<file path="src/verilog/aas_pkg.sv">
// constants, types and register map of the aux adc / analogue setup block
//------------------------------------------------------------------------
// operation
//------------------------------------------------------------------------
// Operation
// - convert only channels enabled in bits 5..0; bits 7..6 are zero
// - enable changes may come any time; they act from next conversion
// - ram-reset bit 6 clears dac0 ram, fill all ones if bit 7 high
// - rate low: adc clock is clk/16, 176 clocks per channel; high doubles
// - first sample after enable takes three periods, later samples one
// - continuous bit high converts enabled channels repeatedly
// - start bit converts once then self-clears; ignored while continuous
// - tx attenuation code 11 is 0dB, 10 is 10dB, 01 and 00 are 20dB
// - offset codes: 10000 mid, 00000 most negative, 11111 most positive
// - in agc hold the host-written gain code is applied
// - in hold, rssi keeps the last self-computed gain, not host gain
// - offset writes act only when allowed; offset reads always work
// - sticky filter overflow flag in bit 6, cleared by read, no irq
// - reads give gain in 7..6 and q offset; i offset in 4..0
// - finished task sets the complete bit; host then reads data words
// - non-zero task runs at a processing gap; code 00 does nothing
// - tasks 01,09,0a,0b set pointer; 0c pokes; 15 loads channel filter
// - task 1a picks tx bt from word 0, default 0.3; 1b sets 0.5
// - task 18 sets the decode threshold from word 0, default 2400
// - 1c sets afc limit, 1d enters eye test, 1f sets rssi averaging
// - data words are byte pairs: word 0 at 1c/1b, word 1 at 1e/1d
// - set-bt value 0 gives 0.3, 1 gives 0.5, 2 gives 0.27
// - eye test mode stays on until reset
package aas_pkg;

	//--------------------------------------------------------------------
	// register indices, byte address is four times the index
	//--------------------------------------------------------------------
	localparam logic [5:0] IDX_ADC_EN = 6'h11;
	localparam logic [5:0] IDX_ADC_CTL = 6'h12;
	localparam logic [5:0] IDX_ATT_IOFS = 6'h18;
	localparam logic [5:0] IDX_AGC_QOFS = 6'h19;
	localparam logic [5:0] IDX_TASK_CMD = 6'h1a;
	localparam logic [5:0] IDX_D0_LO = 6'h1b;
	localparam logic [5:0] IDX_D0_HI = 6'h1c;
	localparam logic [5:0] IDX_D1_LO = 6'h1d;
	localparam logic [5:0] IDX_D1_HI = 6'h1e;
	localparam logic [5:0] IDX_STATUS = 6'h20;

	//--------------------------------------------------------------------
	// field positions
	//--------------------------------------------------------------------
	localparam int CTL_POL = 7;
	localparam int CTL_RAM_RST = 6;
	localparam int CTL_RATE = 2;
	localparam int CTL_CONT = 1;
	localparam int CTL_START = 0;
	localparam int FLD_HI = 7;
	localparam int FLD_LO = 6;
	localparam int OFS_MSB = 4;
	localparam int ST_DONE = 0;
	localparam int ST_PEND = 1;
	localparam int ST_ADC_BUSY = 2;
	localparam int ST_EYE = 3;

	//--------------------------------------------------------------------
	// reset values and timing
	//--------------------------------------------------------------------
	localparam int NUM_CH = 6;
	localparam logic [4:0] OFS_MID = 5'h10;
	localparam logic [15:0] THRESH_DEF = 16'h0960;
	localparam logic [1:0] GAIN_RST = 2'h3;
	localparam int DIV_FAST = 16;
	localparam int DIV_SLOW = 2 * DIV_FAST;
	localparam int CONV_BB_CLKS = 176;
	localparam int TICKS_PER_CONV = CONV_BB_CLKS / DIV_FAST;
	localparam int FIRST_CONVS = 3;

	//--------------------------------------------------------------------
	// types
	//--------------------------------------------------------------------
	typedef enum logic [7:0] {
		CMD_NULL = 8'h00,
		CMD_SET_ADDR = 8'h01,
		CMD_TX_FILT = 8'h09,
		CMD_RX_CHF = 8'h0a,
		CMD_RX_GAUSS = 8'h0b,
		CMD_POKE = 8'h0c,
		CMD_LOAD_CHF = 8'h15,
		CMD_THRESH = 8'h18,
		CMD_SET_BT = 8'h1a,
		CMD_BT05 = 8'h1b,
		CMD_AFC_LIM = 8'h1c,
		CMD_EYE = 8'h1d,
		CMD_RSSI_AVG = 8'h1f
	} aas_cmd_t;

	typedef enum logic [1:0] {
		BT_03 = 2'h0,
		BT_05 = 2'h1,
		BT_027 = 2'h2
	} aas_bt_t;

	typedef enum logic [1:0] {
		ATT_0DB = 2'h0,
		ATT_10DB = 2'h1,
		ATT_20DB = 2'h2
	} aas_atten_t;

	typedef enum logic [1:0] {
		S_IDLE = 2'b00,
		S_SCAN = 2'b01,
		S_CONV = 2'b11
	} aas_adc_st_t;

	typedef struct packed {
		logic cyc;
		logic stb;
		logic we;
		logic [7:0] adr;
		logic [3:0] sel;
		logic [31:0] dat;
	} aas_wb_req_t;

	typedef struct packed {
		aas_bt_t tx_bt;
		aas_bt_t rx_bt;
		logic [15:0] thresh;
		logic [15:0] afc_limit;
		logic [2:0] rssi_avg;
		logic eye_mode;
	} aas_task_cfg_t;

	typedef struct packed {
		logic stb;
		logic [15:0] addr;
		logic [15:0] data;
	} aas_poke_t;

endpackage : aas_pkg

</file>
<file path="src/verilog/aas_top.sv">
// aux adc sequencer, analogue setup and task mailbox behind wishbone
//
// Added by the designer: the Wishbone slave port.
`timescale 1ns/10ps
module aas_top #(
	parameter int NUM_CH = aas_pkg::NUM_CH,
	parameter logic [15:0] TX_FILT_BASE = 16'h0100,
	parameter logic [15:0] RX_CHF_BASE = 16'h0200,
	parameter logic [15:0] RX_GAUSS_BASE = 16'h0300,
	parameter logic [15:0] AFC_LIMIT_DEF = 16'h0000
) (
	input wire logic CLK,
	input wire logic RST,
	input wire aas_pkg::aas_wb_req_t WB_REQ,
	output logic [31:0] WB_DAT_O,
	output logic WB_ACK_O,
	input wire logic CHF_OVF,
	input wire logic AGC_HOLD,
	input wire logic [1:0] AGC_AUTO_GAIN,
	input wire logic OFS_WR_OK,
	input wire logic OFS_AUTO_VLD,
	input wire logic [4:0] OFS_AUTO_I,
	input wire logic [4:0] OFS_AUTO_Q,
	input wire logic PROC_GAP,
	output aas_pkg::aas_atten_t TX_ATTEN,
	output logic [1:0] AGC_GAIN,
	output logic [1:0] RSSI_GAIN,
	output logic [4:0] RX_I_OFS,
	output logic [4:0] RX_Q_OFS,
	output logic RAM_CLR,
	output logic RAM_FILL,
	output logic ADC_CLK_EN,
	output logic [2:0] ADC_CHAN,
	output logic ADC_SOC,
	output logic ADC_EOC,
	output logic ADC_BUSY,
	output aas_pkg::aas_task_cfg_t TASK_CFG,
	output logic [15:0] FILT_PTR,
	output aas_pkg::aas_poke_t POKE,
	output logic CHF_LOAD
);

	//--------------------------------------------------------------------
	// bus decode
	//--------------------------------------------------------------------
	function automatic logic hit(input logic [7:0] adr,
		input logic [5:0] idx);
		hit = (adr[7:2] == idx);
	endfunction : hit

	logic ack_ff;
	logic [31:0] dat_ff;
	logic acc;
	logic wr;
	logic rd;
	logic [7:0] wd;

	// effects land on the edge where the master samples ack
	assign acc = WB_REQ.cyc & WB_REQ.stb & ack_ff;
	assign wr = acc & WB_REQ.we & WB_REQ.sel[0];
	assign rd = acc & ~WB_REQ.we;
	assign wd = WB_REQ.dat[7:0];

	//--------------------------------------------------------------------
	// register state
	//--------------------------------------------------------------------
	logic [5:0] adc_en_ff;
	logic rate_ff;
	logic cont_ff;
	logic start_ff;
	logic ram_clr_ff;
	logic ram_fill_ff;
	logic [1:0] att_code_ff;
	aas_pkg::aas_atten_t att_ff;
	logic [4:0] i_ofs_ff;
	logic [4:0] q_ofs_ff;
	logic [1:0] agc_host_ff;
	logic [1:0] agc_out_ff;
	logic [1:0] rssi_gain_ff;
	logic ovf_ff;
	logic [15:0] d0_ff;
	logic [15:0] d1_ff;
	logic pass_done;

	always_ff @(posedge CLK or posedge RST) begin
		if (RST) begin
			adc_en_ff <= 6'h00;
			rate_ff <= 1'b0;
			cont_ff <= 1'b0;
			start_ff <= 1'b0;
			ram_fill_ff <= 1'b0;
			att_code_ff <= 2'h3;
		end else begin
			if (wr && hit(WB_REQ.adr, aas_pkg::IDX_ADC_EN)) begin
				adc_en_ff <= wd[5:0];
			end
			if (wr && hit(WB_REQ.adr, aas_pkg::IDX_ADC_CTL)) begin
				rate_ff <= wd[aas_pkg::CTL_RATE];
				cont_ff <= wd[aas_pkg::CTL_CONT];
				start_ff <= wd[aas_pkg::CTL_START];
				ram_fill_ff <= wd[aas_pkg::CTL_POL];
			end else if (pass_done) begin
				start_ff <= 1'b0;
			end
			if (wr && hit(WB_REQ.adr, aas_pkg::IDX_ATT_IOFS)) begin
				att_code_ff <= wd[aas_pkg::FLD_HI:aas_pkg::FLD_LO];
			end
		end
	end

	// ram clear is a one-cycle strobe per write with the reset bit set
	always_ff @(posedge CLK or posedge RST) begin
		if (RST) begin
			ram_clr_ff <= 1'b0;
		end else begin
			ram_clr_ff <= wr && hit(WB_REQ.adr, aas_pkg::IDX_ADC_CTL) &&
				wd[aas_pkg::CTL_RAM_RST];
		end
	end

	// attenuation decode; 01 and 00 share the deepest step
	always_ff @(posedge CLK or posedge RST) begin
		if (RST) begin
			att_ff <= aas_pkg::ATT_0DB;
		end else begin
			case (att_code_ff)
				2'h3: att_ff <= aas_pkg::ATT_0DB;
				2'h2: att_ff <= aas_pkg::ATT_10DB;
				default: att_ff <= aas_pkg::ATT_20DB;
			endcase
		end
	end

	//--------------------------------------------------------------------
	// offsets and agc
	//--------------------------------------------------------------------
	// host writes win over the automatic measurement in the same cycle
	always_ff @(posedge CLK or posedge RST) begin
		if (RST) begin
			i_ofs_ff <= aas_pkg::OFS_MID;
			q_ofs_ff <= aas_pkg::OFS_MID;
		end else begin
			if (wr && OFS_WR_OK &&
				hit(WB_REQ.adr, aas_pkg::IDX_ATT_IOFS)) begin
				i_ofs_ff <= wd[aas_pkg::OFS_MSB:0];
			end else if (OFS_AUTO_VLD) begin
				i_ofs_ff <= OFS_AUTO_I;
			end
			if (wr && OFS_WR_OK &&
				hit(WB_REQ.adr, aas_pkg::IDX_AGC_QOFS)) begin
				q_ofs_ff <= wd[aas_pkg::OFS_MSB:0];
			end else if (OFS_AUTO_VLD) begin
				q_ofs_ff <= OFS_AUTO_Q;
			end
		end
	end

	// host gain follows the loop until hold, so hold starts bumpless
	always_ff @(posedge CLK or posedge RST) begin
		if (RST) begin
			agc_host_ff <= aas_pkg::GAIN_RST;
			agc_out_ff <= aas_pkg::GAIN_RST;
			rssi_gain_ff <= aas_pkg::GAIN_RST;
		end else begin
			if (!AGC_HOLD) begin
				agc_host_ff <= AGC_AUTO_GAIN;
				rssi_gain_ff <= AGC_AUTO_GAIN;
			end else if (wr && hit(WB_REQ.adr, aas_pkg::IDX_AGC_QOFS)) begin
				agc_host_ff <= wd[aas_pkg::FLD_HI:aas_pkg::FLD_LO];
			end
			agc_out_ff <= AGC_HOLD ? agc_host_ff : AGC_AUTO_GAIN;
		end
	end

	// a fresh overflow in the reading cycle survives the clear
	always_ff @(posedge CLK or posedge RST) begin
		if (RST) begin
			ovf_ff <= 1'b0;
		end else if (CHF_OVF) begin
			ovf_ff <= 1'b1;
		end else if (rd && hit(WB_REQ.adr, aas_pkg::IDX_ATT_IOFS)) begin
			ovf_ff <= 1'b0;
		end
	end

	//--------------------------------------------------------------------
	// data words
	//--------------------------------------------------------------------
	always_ff @(posedge CLK or posedge RST) begin
		if (RST) begin
			d0_ff <= 16'h0000;
			d1_ff <= 16'h0000;
		end else if (wr) begin
			if (hit(WB_REQ.adr, aas_pkg::IDX_D0_LO)) d0_ff[7:0] <= wd;
			if (hit(WB_REQ.adr, aas_pkg::IDX_D0_HI)) d0_ff[15:8] <= wd;
			if (hit(WB_REQ.adr, aas_pkg::IDX_D1_LO)) d1_ff[7:0] <= wd;
			if (hit(WB_REQ.adr, aas_pkg::IDX_D1_HI)) d1_ff[15:8] <= wd;
		end
	end

	//--------------------------------------------------------------------
	// adc clock divider
	//--------------------------------------------------------------------
	logic [4:0] div_ff;
	logic tick_ff;
	logic [4:0] div_last;

	assign div_last = rate_ff ? 5'(aas_pkg::DIV_SLOW - 1) :
		5'(aas_pkg::DIV_FAST - 1);

	always_ff @(posedge CLK or posedge RST) begin
		if (RST) begin
			div_ff <= 5'h00;
			tick_ff <= 1'b0;
		end else if (div_ff >= div_last) begin
			div_ff <= 5'h00;
			tick_ff <= 1'b1;
		end else begin
			div_ff <= div_ff + 5'h01;
			tick_ff <= 1'b0;
		end
	end

	//--------------------------------------------------------------------
	// conversion sequencer
	//--------------------------------------------------------------------
	aas_pkg::aas_adc_st_t st_ff;
	logic [2:0] ch_ff;
	logic [5:0] cnt_ff;
	logic first_ff;
	logic soc_ff;
	logic eoc_ff;
	logic busy_ff;
	logic seq_on;
	logic last_ch;
	logic adv;

	// start bit only counts while continuous mode is off
	assign seq_on = cont_ff | start_ff;
	assign last_ch = (ch_ff == 3'(NUM_CH - 1));
	assign adv = (st_ff == aas_pkg::S_SCAN && seq_on &&
		!adc_en_ff[ch_ff]) ||
		(st_ff == aas_pkg::S_CONV && tick_ff && cnt_ff == 6'h01);
	assign pass_done = adv && last_ch && !cont_ff;

	always_ff @(posedge CLK or posedge RST) begin
		if (RST) begin
			st_ff <= aas_pkg::S_IDLE;
			ch_ff <= 3'h0;
			cnt_ff <= 6'h00;
			first_ff <= 1'b0;
			soc_ff <= 1'b0;
			eoc_ff <= 1'b0;
		end else begin
			soc_ff <= 1'b0;
			eoc_ff <= 1'b0;
			case (st_ff)
				aas_pkg::S_IDLE: begin
					if (seq_on) begin
						st_ff <= aas_pkg::S_SCAN;
						ch_ff <= 3'h0;
						first_ff <= 1'b1;
					end
				end
				aas_pkg::S_SCAN: begin
					if (!seq_on) begin
						st_ff <= aas_pkg::S_IDLE;
					end else if (adc_en_ff[ch_ff]) begin
						// enable sampled here, so late changes wait a turn
						st_ff <= aas_pkg::S_CONV;
						soc_ff <= 1'b1;
						cnt_ff <= first_ff ?
							6'(aas_pkg::FIRST_CONVS * aas_pkg::TICKS_PER_CONV) :
							6'(aas_pkg::TICKS_PER_CONV);
					end else if (last_ch) begin
						ch_ff <= 3'h0;
						st_ff <= cont_ff ? aas_pkg::S_SCAN :
							aas_pkg::S_IDLE;
					end else begin
						ch_ff <= ch_ff + 3'h1;
					end
				end
				aas_pkg::S_CONV: begin
					if (tick_ff) begin
						if (cnt_ff == 6'h01) begin
							eoc_ff <= 1'b1;
							first_ff <= 1'b0;
							if (last_ch) begin
								ch_ff <= 3'h0;
								st_ff <= cont_ff ? aas_pkg::S_SCAN :
									aas_pkg::S_IDLE;
							end else begin
								ch_ff <= ch_ff + 3'h1;
								st_ff <= aas_pkg::S_SCAN;
							end
						end else begin
							cnt_ff <= cnt_ff - 6'h01;
						end
					end
				end
				default: begin
					st_ff <= aas_pkg::S_IDLE;
				end
			endcase
		end
	end

	always_ff @(posedge CLK or posedge RST) begin
		if (RST) begin
			busy_ff <= 1'b0;
		end else begin
			busy_ff <= (st_ff != aas_pkg::S_IDLE);
		end
	end

	//--------------------------------------------------------------------
	// task mailbox
	//--------------------------------------------------------------------
	aas_pkg::aas_cmd_t cmd_ff;
	logic done_ff;
	logic [15:0] ptr_ff;
	aas_pkg::aas_task_cfg_t cfg_ff;
	aas_pkg::aas_poke_t poke_ff;
	logic chf_load_ff;
	logic cmd_wr;
	logic exec;

	assign cmd_wr = wr && hit(WB_REQ.adr, aas_pkg::IDX_TASK_CMD);
	// a command runs only in a processing gap, never under a new write
	assign exec = (cmd_ff != aas_pkg::CMD_NULL) && PROC_GAP && !cmd_wr;

	always_ff @(posedge CLK or posedge RST) begin
		if (RST) begin
			cmd_ff <= aas_pkg::CMD_NULL;
			done_ff <= 1'b0;
			ptr_ff <= 16'h0000;
			cfg_ff.tx_bt <= aas_pkg::BT_03;
			cfg_ff.rx_bt <= aas_pkg::BT_03;
			cfg_ff.thresh <= aas_pkg::THRESH_DEF;
			cfg_ff.afc_limit <= AFC_LIMIT_DEF;
			cfg_ff.rssi_avg <= 3'h0;
			cfg_ff.eye_mode <= 1'b0;
			poke_ff <= '0;
			chf_load_ff <= 1'b0;
		end else begin
			poke_ff.stb <= 1'b0;
			chf_load_ff <= 1'b0;
			if (cmd_wr) begin
				cmd_ff <= aas_pkg::aas_cmd_t'(wd);
				done_ff <= 1'b0;
			end else if (exec) begin
				cmd_ff <= aas_pkg::CMD_NULL;
				done_ff <= 1'b1;
				case (cmd_ff)
					aas_pkg::CMD_SET_ADDR: ptr_ff <= d0_ff;
					aas_pkg::CMD_TX_FILT: ptr_ff <= TX_FILT_BASE;
					aas_pkg::CMD_RX_CHF: ptr_ff <= RX_CHF_BASE;
					aas_pkg::CMD_RX_GAUSS: ptr_ff <= RX_GAUSS_BASE;
					aas_pkg::CMD_POKE: begin
						poke_ff.stb <= 1'b1;
						poke_ff.addr <= d0_ff;
						poke_ff.data <= d1_ff;
					end
					aas_pkg::CMD_LOAD_CHF: chf_load_ff <= 1'b1;
					aas_pkg::CMD_THRESH: cfg_ff.thresh <= d0_ff;
					aas_pkg::CMD_SET_BT: begin
						// unlisted values keep the present choice
						case (d0_ff)
							16'h0000: cfg_ff.tx_bt <= aas_pkg::BT_03;
							16'h0001: cfg_ff.tx_bt <= aas_pkg::BT_05;
							16'h0002: cfg_ff.tx_bt <= aas_pkg::BT_027;
							default: cfg_ff.tx_bt <= cfg_ff.tx_bt;
						endcase
					end
					aas_pkg::CMD_BT05: begin
						cfg_ff.tx_bt <= aas_pkg::BT_05;
						cfg_ff.rx_bt <= aas_pkg::BT_05;
					end
					aas_pkg::CMD_AFC_LIM: cfg_ff.afc_limit <= d0_ff;
					aas_pkg::CMD_EYE: cfg_ff.eye_mode <= 1'b1;
					aas_pkg::CMD_RSSI_AVG: cfg_ff.rssi_avg <= d0_ff[2:0];
					default: ptr_ff <= ptr_ff;
				endcase
			end
		end
	end

	//--------------------------------------------------------------------
	// read mux and ack
	//--------------------------------------------------------------------
	logic [7:0] rmux;

	// write-only registers read as zero; mixed ones read back offsets plus overflow or applied gain
	always_comb begin
		rmux = 8'h00;
		if (hit(WB_REQ.adr, aas_pkg::IDX_ATT_IOFS)) begin
			rmux = {1'b0, ovf_ff, 1'b0, i_ofs_ff};
		end else if (hit(WB_REQ.adr, aas_pkg::IDX_AGC_QOFS)) begin
			rmux = {agc_out_ff, 1'b0, q_ofs_ff};
		end else if (hit(WB_REQ.adr, aas_pkg::IDX_D0_LO)) begin
			rmux = d0_ff[7:0];
		end else if (hit(WB_REQ.adr, aas_pkg::IDX_D0_HI)) begin
			rmux = d0_ff[15:8];
		end else if (hit(WB_REQ.adr, aas_pkg::IDX_D1_LO)) begin
			rmux = d1_ff[7:0];
		end else if (hit(WB_REQ.adr, aas_pkg::IDX_D1_HI)) begin
			rmux = d1_ff[15:8];
		end else if (hit(WB_REQ.adr, aas_pkg::IDX_STATUS)) begin
			rmux[aas_pkg::ST_DONE] = done_ff;
			rmux[aas_pkg::ST_PEND] = (cmd_ff != aas_pkg::CMD_NULL);
			rmux[aas_pkg::ST_ADC_BUSY] = busy_ff;
			rmux[aas_pkg::ST_EYE] = cfg_ff.eye_mode;
		end
	end

	always_ff @(posedge CLK or posedge RST) begin
		if (RST) begin
			ack_ff <= 1'b0;
			dat_ff <= 32'h00000000;
		end else begin
			ack_ff <= WB_REQ.cyc & WB_REQ.stb & ~ack_ff;
			if (WB_REQ.cyc && WB_REQ.stb && !ack_ff) begin
				dat_ff <= {24'h000000, rmux};
			end
		end
	end

	//--------------------------------------------------------------------
	// outputs, all straight from flops
	//--------------------------------------------------------------------
	assign WB_DAT_O = dat_ff;
	assign WB_ACK_O = ack_ff;
	assign TX_ATTEN = att_ff;
	assign AGC_GAIN = agc_out_ff;
	assign RSSI_GAIN = rssi_gain_ff;
	assign RX_I_OFS = i_ofs_ff;
	assign RX_Q_OFS = q_ofs_ff;
	assign RAM_CLR = ram_clr_ff;
	assign RAM_FILL = ram_fill_ff;
	assign ADC_CLK_EN = tick_ff;
	assign ADC_CHAN = ch_ff;
	assign ADC_SOC = soc_ff;
	assign ADC_EOC = eoc_ff;
	assign ADC_BUSY = busy_ff;
	assign TASK_CFG = cfg_ff;
	assign FILT_PTR = ptr_ff;
	assign POKE = poke_ff;
	assign CHF_LOAD = chf_load_ff;

endmodule : aas_top

</file>
<file path="config.mk">
export PLATFORM = sky130hd
export DESIGN_NAME = aas_top
export DESIGN_NICKNAME = d
export VERILOG_FILES = /design/src/verilog/aas_pkg.sv /design/src/verilog/aas_top.sv
export SDC_FILE = /design/constraint.sdc
export NUM_CORES = 1
export LEC_CHECK = 0
export BUFFER_PORTS_ARGS = -buffer_cell sky130_fd_sc_hd__buf_2
export CAP_MARGIN = 20
export CORE_MARGIN = 2
export CORE_UTILIZATION = 35
export CTS_BUF_LIST = sky130_fd_sc_hd__clkbuf_4
export DETAILED_ROUTE_END_ITERATION = 12
export PLACE_DENSITY = 0.62
export SETUP_SLACK_MARGIN = 0.2
export SLEW_MARGIN = 20
export SYNTH_ARGS = -nofsm -noshare
export SYNTH_HDL_FRONTEND = slang
export SYNTH_SLANG_ARGS = --single-unit
</file>
<file path="constraint.sdc">
create_clock -name CLK -period 15.5 [get_ports CLK]
set_clock_uncertainty 0.1 [all_clocks]
set_input_delay 3.1 -clock CLK [delete_from_list [all_inputs] [get_ports CLK]]
set_output_delay 3.1 -clock CLK [all_outputs]
set_load 0.005 [all_outputs]
</file>
==> flow_summary.ini, run 1 <==
[setup_path]
startpoint_type = input port
arrival_ns = 5.70
cpPeakStageDelay_ns = 0.92
path_max_fanout = 21
critical_path_buf_inv_count = 1
worst_setup_path_end_kind = register
critical_path_required_ns = 15.88
crit_slowest_cell = nor4_4
crit_type = in2reg
cp_top_family = simple AND/OR/NAND/NOR gates
crit_chain = buf_2 > nand4bb_4 > nor4_4 > nor3b_1 > and3_1 > mux2_4

[yosys]
yosys.area.top_type = dfrtp_1
syn_inst = 733
synth_most_common_cell = dfrtp_1
synth-xor-area-share = 0.00304
synth_fa_ha_area_frac = 0.00579
synth_top_area_frac = 0.515
synth_compound_area_frac = 0.0867
synthFlopType = dfrtp_1
ys_ff_latch = 192
synth.distinct_cells = 63
synth-seq-area-share = 0.558
synth_edf_count = 0
synthMuxAreaShare = 0.169
synthSimpleGateAreaFrac = 0.128
async_flop_share = 1.00
synth.top_cells.by_count = dfrtp_1 (178), mux2_2 (101), nand2_1 (78), o21ai_0 (56), nor2_1 (41)
synth_warnings = 0
synth_area_sq_um = 8640
ys_top_cells_by_area = dfrtp_1 (52%), mux2_2 (13%), dfstp_2 (4.3%), nand2_1 (3.4%), o21ai_0 (3.2%)
avgSynthCellArea_sq_um = 11.8
synth_top_family_by_area = multiplexers

[run_status]
status = completed

[timing]
relSlewSlack = 0.302
worst_slew_pin_slew_ns = 1.04
finalHoldViolCount = 0
slew_violations = 0
rsz0062_at_grt = no
setup_viol_count_final = 0
tns_ns = 0
finalCritPeriodShare = 0.343
final.setup.worst_slack_ns = 10.18
max_freq_ghz = 0.188
min_period_ns = 5.32

[die]
initial_core_util = 0.356
fp.dieH_um = 161
die_w_um = 161
rows = 57
fp.dieArea_sq_um = 26000
io_pins = 214
core_sq_um = 24200

[cells_and_area]
multiInputGateArea_sq_um = 3500
fill_cells = 2411
fin_cells = 1215
antenna-diode-count = 0
num-nets-final = 948
final-seq-area_sq_um = 4820
drive_above_1_share = 0.388
area_growth_syn_to_layout_pct = 14.6

[clock_tree]
post_cts_buffers = 0
cts.sinks = 192
hold_buffers = 0
htree_levels = 4
cts_resized = 0
clkLatencyLatePin_ns = 0.58
clk_pin_slew_ns = 0.15
cts_buffer_depth = 2
clockRootBuffer = clkbuf_4
cts_tree = built
cts-buffers-inserted = 17

[power]
cellLeakagePower_nw = 4.99
p_sw_mw = 0.255
power_frac_clock = 0.304
combinationalPowerShare = 0.093
powerDensity_nw_per_um2 = 90.2
p_int_mw = 0.639
netSwitchingFraction = 0.285
vdd.ir_drop.worst_mv = 0.0661
seqPwrFrac = 0.603

[placement]
placed_cells = 1182
gp_congestion = 0.842
port_buffers = 159
preCtsSetupSlack_ns = 9.55
dpl.hpwl_um = 15400

[detailed_routing]
drc_errors = 0
first_iter_violations = 390
post_drt_wl_per_cell_um = 18.0
vias = 6000
dr.pass1.iters = 6
vias_per_cell = 4.94
ant_nets = 0
postRouteWirelength_um = 21900

[grt]
overflow = 0
grt_max_degree = 122
grt_use_total = 0.171
grt_pass1_vias = 5776
grt_pass1_wl_um = 34000
antenna_found_initial = 0

[hold_path]
hold_path.class = reg2reg

[run]
drv_cap = 0
==> cell usage in the layout, fill, tap and decap left out, types with 9 or more instances in the layout <==
master,synthesis,routed
a21oi_1,21,21
nor2_1,41,40
buf_2,11,159
o21ai_0,56,56
inv_1,16,15
mux2_4,11,11
mux2i_1,16,16
nand2_1,78,78
conb_1,1,25
or3_1,9,9
mux2_2,101,101
nand2b_1,14,14
dfstp_2,14,14
nand3_1,10,10
clkbuf_4,0,17
dfrtp_1,178,178
==> tightest hold or removal path, delay by kind of cell, from the launching register on <==
kind / cells / cell delay [ns]
flip-flops: 1 / 0.40
AND/OR/NAND/NOR: 2 / 0.10
==> cell families after synthesis <==
kind of cell,count (synthesis)
simple gates,207
other cells,1
compound gates,122
buf+inv,76
xor+xnor,3
flops,192
mux,128
fa+ha+maj,4
==> power by group through the flow <==
stage	registers, mW	logic [mW]	clock network [mW]
global placement	0.548	0.0836	0
finish	0.539	0.0831	0.272
detailed placement	0.548	0.0850	0
CTS	0.539	0.0854	0.282
global route	0.543	0.0962	0.305
floorplan	0.543	0.0619	0
==> layout make-up <==
cell class                 count  share of cell area
sequential                   192               0.487
tap                          324              0.0409
clock inverter                15              0.0152
timing repair buffer         162              0.0846
multi-input combinational    489               0.353
clock buffer                  17              0.0129
inverter                      16             0.00682
==> sequential cells by signal, summed over array words and instances, names as in the netlist, 2 cells and up <==
signal and cells:
WB_DAT_O 8, RX_I_OFS 5, RX_Q_OFS 5, ADC_CHAN 3, TX_ATTEN 2, RSSI_GAIN 2
div_ff 5, att_code_ff 2, POKE 33, st_ff 2, cnt_ff 6, AGC_GAIN 2
cmd_ff 8, agc_host_ff 2, TASK_CFG 39, d0_ff 16, adc_en_ff 6, FILT_PTR 16
d1_ff 16
==> metal layers <==
| metal | up-vias | share of wire | wire length (um) | global-route usage |
|---|---|---|---|---|
| li1 | 2836 | - | - | - |
| met2 | 181 | 0.46 | 10100 | 0.268 |
| met1 | 2964 | 0.47 | 10300 | 0.239 |
| met3 | 19 | 0.055 | 1210 | 0.0429 |
| met5 | - | 0 | 0 | 0 |
| met4 | 0 | 0.012 | 259 | 0.0414 |
==> worst paths after layout <==
| path | start | endpoint | slack, ns | cells after the start |
|---|---|---|---|---|
| max | WB_REQ[40] | TASK_CFG[21] | 10.18 | 6 |
| min | RSSI_GAIN[1] | RSSI_GAIN[1] | 0.37 | 2 |
| max reg2reg | WB_ACK_O | TASK_CFG[21] | 12.69 | 5 |
| min reg2reg | RSSI_GAIN[1] | RSSI_GAIN[1] | 0.37 | 2 |
| max in group asynchronous | RST | first_ff | 11.32 | 3 |
| min in group asynchronous | RST | TASK_CFG[2] | 2.55 | 2 |
==> through the flow <==
step                hold WS [ns]  total power [mW]  cell area (sq um)   util
global placement           0.349             0.632               9600  0.396
CTS                        0.375             0.907               9880  0.407
finish                     0.372             0.894               9910  0.409
floorplan                  0.337             0.605               8730      -
detailed placement         0.347             0.633               9600  0.396
global route               0.391             0.944               9910  0.409
No activity file was read; power rests on OpenSTA's default activity.
==> run 2: changes to the inputs <==
==> constraint.sdc (replaced) <==
create_clock -name CLK -period 5.3 [get_ports CLK]
set_clock_uncertainty 0.1 [all_clocks]
set_input_delay 1.06 -clock CLK [delete_from_list [all_inputs] [get_ports CLK]]
set_output_delay 1.06 -clock CLK [all_outputs]
set_load 0.005 [all_outputs]
==> run 2 against run 1 <==
  * Combinational power increased to 2.9 times the previous value
  * Critical path depth increased by 1
  * Sequential power increased to 2.9 times the previous value
  * Largest cell class unchanged
  * Utilization increased by 0.083 points
  * Count of clock-buffer cells in the layout unchanged
==> flow_summary.ini, run 2 (same netlist as run 1, synthesis figures left out) <==
[timing]
rsz0062_at_grt = no
worst_slew_pin_slew_ns = 1.06
finalCritPeriodShare = 0.590
relSlewSlack = 0.294
max_freq_ghz = 0.320
fin_hold_ws_ns = 0.369
slew_violations = 0
final.setup.worst_slack_ns = 2.17
min_period_ns = 3.13
tns_ns = 0
finalHoldViolCount = 0
setup_viol_count_final = 0

[clock_tree]
cts-buffers-inserted = 17
cts.sinks = 192
cts_buffer_depth = 2
htree_levels = 4
post_cts_buffers = 0
cts_tree = built
clockRootBuffer = clkbuf_4
clkLatencyLatePin_ns = 0.58
hold_buffers = 0
cts_resized = 0
clk_pin_slew_ns = 0.15

[hold_path]
hold_path.class = reg2reg

[die]
core_sq_um = 24200
initial_core_util = 0.356
rows = 57
io_pins = 214
fp.dieArea_sq_um = 26000
fp.dieH_um = 161
die_w_um = 161

[grt]
grt_max_degree = 160
grt_pass1_wl_um = 34600
grt_use_total = 0.174
antenna_found_initial = 1
grt_pass1_vias = 5885
overflow = 0

[setup_path]
crit_chain = buf_2 > nand2b_4 > nor4_4 > buf_4 > nor3b_1 > and3_1 > mux2_2
arrival_ns = 3.50
critical_path_required_ns = 5.67
path_max_fanout = 21
crit_type = in2reg
critical_path_buf_inv_count = 2
cp_top_family = simple AND/OR/NAND/NOR gates
startpoint_type = input port
crit_slowest_cell = and3_1
worst_setup_path_end_kind = register
cpPeakStageDelay_ns = 0.90

[detailed_routing]
vias = 6040
vias_per_cell = 4.96
dr.pass1.iters = 5
first_iter_violations = 452
drc_errors = 0
post_drt_wl_per_cell_um = 18.2
ant_nets = 0
postRouteWirelength_um = 22100

[run]
drv_cap = 0

[placement]
port_buffers = 159
dpl.hpwl_um = 15600
placed_cells = 1183
preCtsSetupSlack_ns = 1.58
gp_congestion = 0.859

[power]
cellLeakagePower_nw = 4.99
powerDensity_nw_per_um2 = 268
vdd.ir_drop.worst_mv = 0.288

[cells_and_area]
fin_cells = 1217
final_common_cell = dfrtp_1
drive_above_1_share = 0.388
fill_cells = 2384
final_cell_mix = dfrtp_1 (178), buf_2 (159), mux2_2 (101)
area_growth_syn_to_layout_pct = 14.9
num-nets-final = 948
largest_reg_flops = 39

[run_status]
status = completed
-- run 2: worst paths after layout --
path / startpoint / to / slack (ns) / cells past startpoint
worst max-delay path: WB_REQ[38] / TASK_CFG[32] / 2.17 / 7
worst min-delay path: RSSI_GAIN[1] / RSSI_GAIN[1] / 0.37 / 2
worst max register to register: cmd_ff[7] / TASK_CFG[32] / 2.53 / 4
worst min register to register: RSSI_GAIN[1] / RSSI_GAIN[1] / 0.37 / 2
max in group asynchronous: RST / d0_ff[0] / 3.31 / 3
min in group asynchronous: RST / FILT_PTR[2] / 0.47 / 2
-- run 2: routing by layer --
layer,track usage,wire length [um]
met3,0.0424,1190
met2,0.282,10500
met5,0,0
met4,0.0308,138
met1,0.241,10300
-- run 2: report_power, final --
group          total [mW]  switching [mW]  internal, mW
clock               0.843           0.548         0.295
combinational       0.245           0.147        0.0977
sequential           1.58          0.0522          1.52
-- run 2: cell type report --
cell class / instances / area, sq um / share of cell area
well taps: 324 / 405 / 0.0408
multi-input cells: 489 / 3500 / 0.352
clock buffers: 17 / 128 / 0.0129
repair buffers: 162 / 831 / 0.0837
flip-flops and latches: 192 / 4820 / 0.486
inverters: 16 / 63.8 / 0.00643
clock inverters: 15 / 176 / 0.0178
diodes: 2 / 5.00 / 0.000504
-- run 2: worst register-to-register path: stages (launching register included) --
cell	delay, ns
dfrtp_1	0.43
or4b_4	0.56
nor3b_1	0.26
and3_1	0.90
mux2_2	0.43
-- run 2: metrics by stage --
stage | utilization | power (mW) | area (sq um)
CTS | 0.409 | 2.70 | 9920
global placement | 0.397 | 1.85 | 9620
floorplan | - | 1.77 | 8740
detailed placement | 0.397 | 1.85 | 9620
finish | 0.409 | 2.66 | 9930
global route | 0.409 | 2.81 | 9930
==> run 3: changes to the inputs <==
--- a/config.mk
+++ b/config.mk
@@ -11,7 +11,7 @@
 export CORE_UTILIZATION = 35
 export CTS_BUF_LIST = sky130_fd_sc_hd__clkbuf_4
 export DETAILED_ROUTE_END_ITERATION = 12
-export PLACE_DENSITY = 0.62
+export PLACE_DENSITY = 0.64
 export SETUP_SLACK_MARGIN = 0.2
 export SLEW_MARGIN = 20
 export SYNTH_ARGS = -nofsm -noshare
==> constraint.sdc (replaced) <==
create_clock -name CLK -period 2.85 [get_ports CLK]
set_clock_uncertainty 0.1 [all_clocks]
set_input_delay 0.57 -clock CLK [delete_from_list [all_inputs] [get_ports CLK]]
set_output_delay 0.57 -clock CLK [all_outputs]
set_load 0.005 [all_outputs]
==> run 3 against run 2 <==
  * Power grew 80%
  * Final cell count grew 2.0%
  * Non-clock buffer count grew 23
  * Critical path depth shrank 2
  * Count of clock-buffer cells in the layout is the same
  * Worst hold slack lost 0.28 ns
  * Clock power grew 66%
  * Sequential power grew 85%
  * Largest cell class unchanged
==> flow_summary.ini, run 3 (same netlist as run 1, synthesis figures left out) <==
[detailed_routing]
vias = 6151
first_iter_violations = 491
post_drt_wl_per_cell_um = 18.1
vias_per_cell = 4.96
postRouteWirelength_um = 22500
ant_nets = 0
dr.pass1.iters = 5
drc_errors = 0

[setup_path]
worst_setup_path_end_kind = register
path_max_fanout = 12
critical_path_required_ns = 3.25
arrival_ns = 2.76
timing.rr.start = ADC_CHAN[0]
startpoint_type = register
rr_worst_depth = 5
crit_type = reg2reg
rrSetupSlack_ns = 0.49
reg2reg_to = cnt_ff[3]

[cells_and_area]
final_cell_mix = dfrtp_1 (178), buf_2 (159), mux2_2 (101)
largest_reg_flops = 39
design_area_sq_um = 10100
drive_above_1_share = 0.402
fin_util = 0.417
area_growth_syn_to_layout_pct = 16.9
final_common_cell = dfrtp_1
num-nets-final = 971

[placement]
port_buffers = 159
dpl.hpwl_um = 16000
gp_congestion = 0.818
place_area_sq_um = 9810

[timing]
worst_slew_pin_slew_ns = 0.680
setup_viol_count_final = 0
min_period_ns = 2.36
fin_hold_ws_ns = 0.0850
slew_violations = 0
rsz0062_at_grt = no
max_freq_ghz = 0.425
finalCritPeriodShare = 0.826
relSlewSlack = 0.547
finalHoldViolCount = 0

[hold_path]
min_from = CHF_OVF
worstHoldPathCells = 2
hold-path-endpoint = ovf_ff
hold_path.class = in2reg

[grt]
grt_pass1_wl_um = 35100
grt_use_total = 0.176
overflow = 0
antenna_found_initial = 3
grt_pass1_vias = 6008
grt_max_degree = 58

[power]
p_total_mw = 4.80
powerDensity_nw_per_um2 = 475
cellLeakagePower_nw = 5.10
p_sw_mw = 1.41
vdd.ir_drop.worst_mv = 0.395
power_frac_clock = 0.292
combinationalPowerShare = 0.098
netSwitchingFraction = 0.293
p_int_mw = 3.40
seqPwrFrac = 0.610

[die]
fp.dieH_um = 161
io_pins = 214
fp.dieArea_sq_um = 26000
initial_core_util = 0.356
core_sq_um = 24200
die_w_um = 161
rows = 57

[clock_tree]
clockRootBuffer = clkbuf_4
cts-buffers-inserted = 17
clk_pin_slew_ns = 0.17
clkLatencyLatePin_ns = 0.59
cts_buffer_depth = 2
htree_levels = 4
post_cts_buffers = 0
cts.sinks = 192
cts_tree = built

[run_status]
status = completed

[run]
drv_cap = 0
run 3: cell count changes in the layout (fill, tap and decap cells not counted), sizes merged:
cell,before,now
inv,21,22
diode,2,3
clkinv,4,5
buf,162,184
dlygate4sd3,0,1
bufinv,2,0
run 3: cell type report:
class	count	area, sq um
antenna	3	7.51
clock buffer	17	128
clock inverter	15	129
fill	2368	14100
inverter	16	63.8
multi-input combinational	489	3500
sequential	192	4820
tap	324	405
timing repair buffer	185	1060
run 3: critical path, cell delays in order, from the launching register on:
cell	delay, ns
dfrtp_1	0.52
mux2_2	0.37
a222oi_1	0.62
o21a_1	0.39
a31oi_1	0.07
o22a_1	0.21
run 3: routing by layer:
metal / wire, um / up-vias / track usage
li1: - / 2865 / -
met1: 10400 / 3087 / 0.245
met2: 10600 / 183 / 0.282
met3: 1320 / 16 / 0.0401
met4: 180 / 0 / 0.0390
met5: 0 / - / 0
run 3: per-stage QoR:
| stage | setup WS [ns] | instances | TNS (ns) |
|---|---|---|---|
| 2_1_floorplan | -0.285 | 757 | -50.73 |
| 3_3_place_gp | 0.239 | 1204 | 0 |
| 3_5_place_dp | 0.190 | 1204 | 0 |
| 4_1_cts | 0.348 | 1237 | 0 |
| 5_1_grt | 0.309 | 1239 | 0 |
| 6_report | 0.495 | 1241 | 0 |
run 3: worst max path at each step:
stage               slack [ns]      endpoint   startpoint  cells after the start
CTS                       0.35      POKE[10]    cmd_ff[7]                      4
global placement          0.24  TASK_CFG[15]   WB_REQ[43]                      8
global route              0.31     cnt_ff[2]  ADC_CHAN[0]                      5
finish                    0.49     cnt_ff[3]  ADC_CHAN[0]                      5
floorplan                -0.29      ADC_BUSY          RST                      1
detailed placement        0.19   TASK_CFG[5]   WB_REQ[43]                      8
run 3: power by group through the flow:
stage,logic [mW],clock network (mW),registers [mW]
global placement,0.471,0,2.98
finish,0.472,1.40,2.93
floorplan,0.337,0,2.95
CTS,0.483,1.44,2.93
global route,0.536,1.57,2.95
detailed placement,0.477,0,2.98
run 3: timing repair:
action / CTS / global route
hold endpoints to repair: 13 / 0
hold buffers: 1 / 0
endpoints found under the setup margin: 0 / 0
resized for setup: 0 / 0
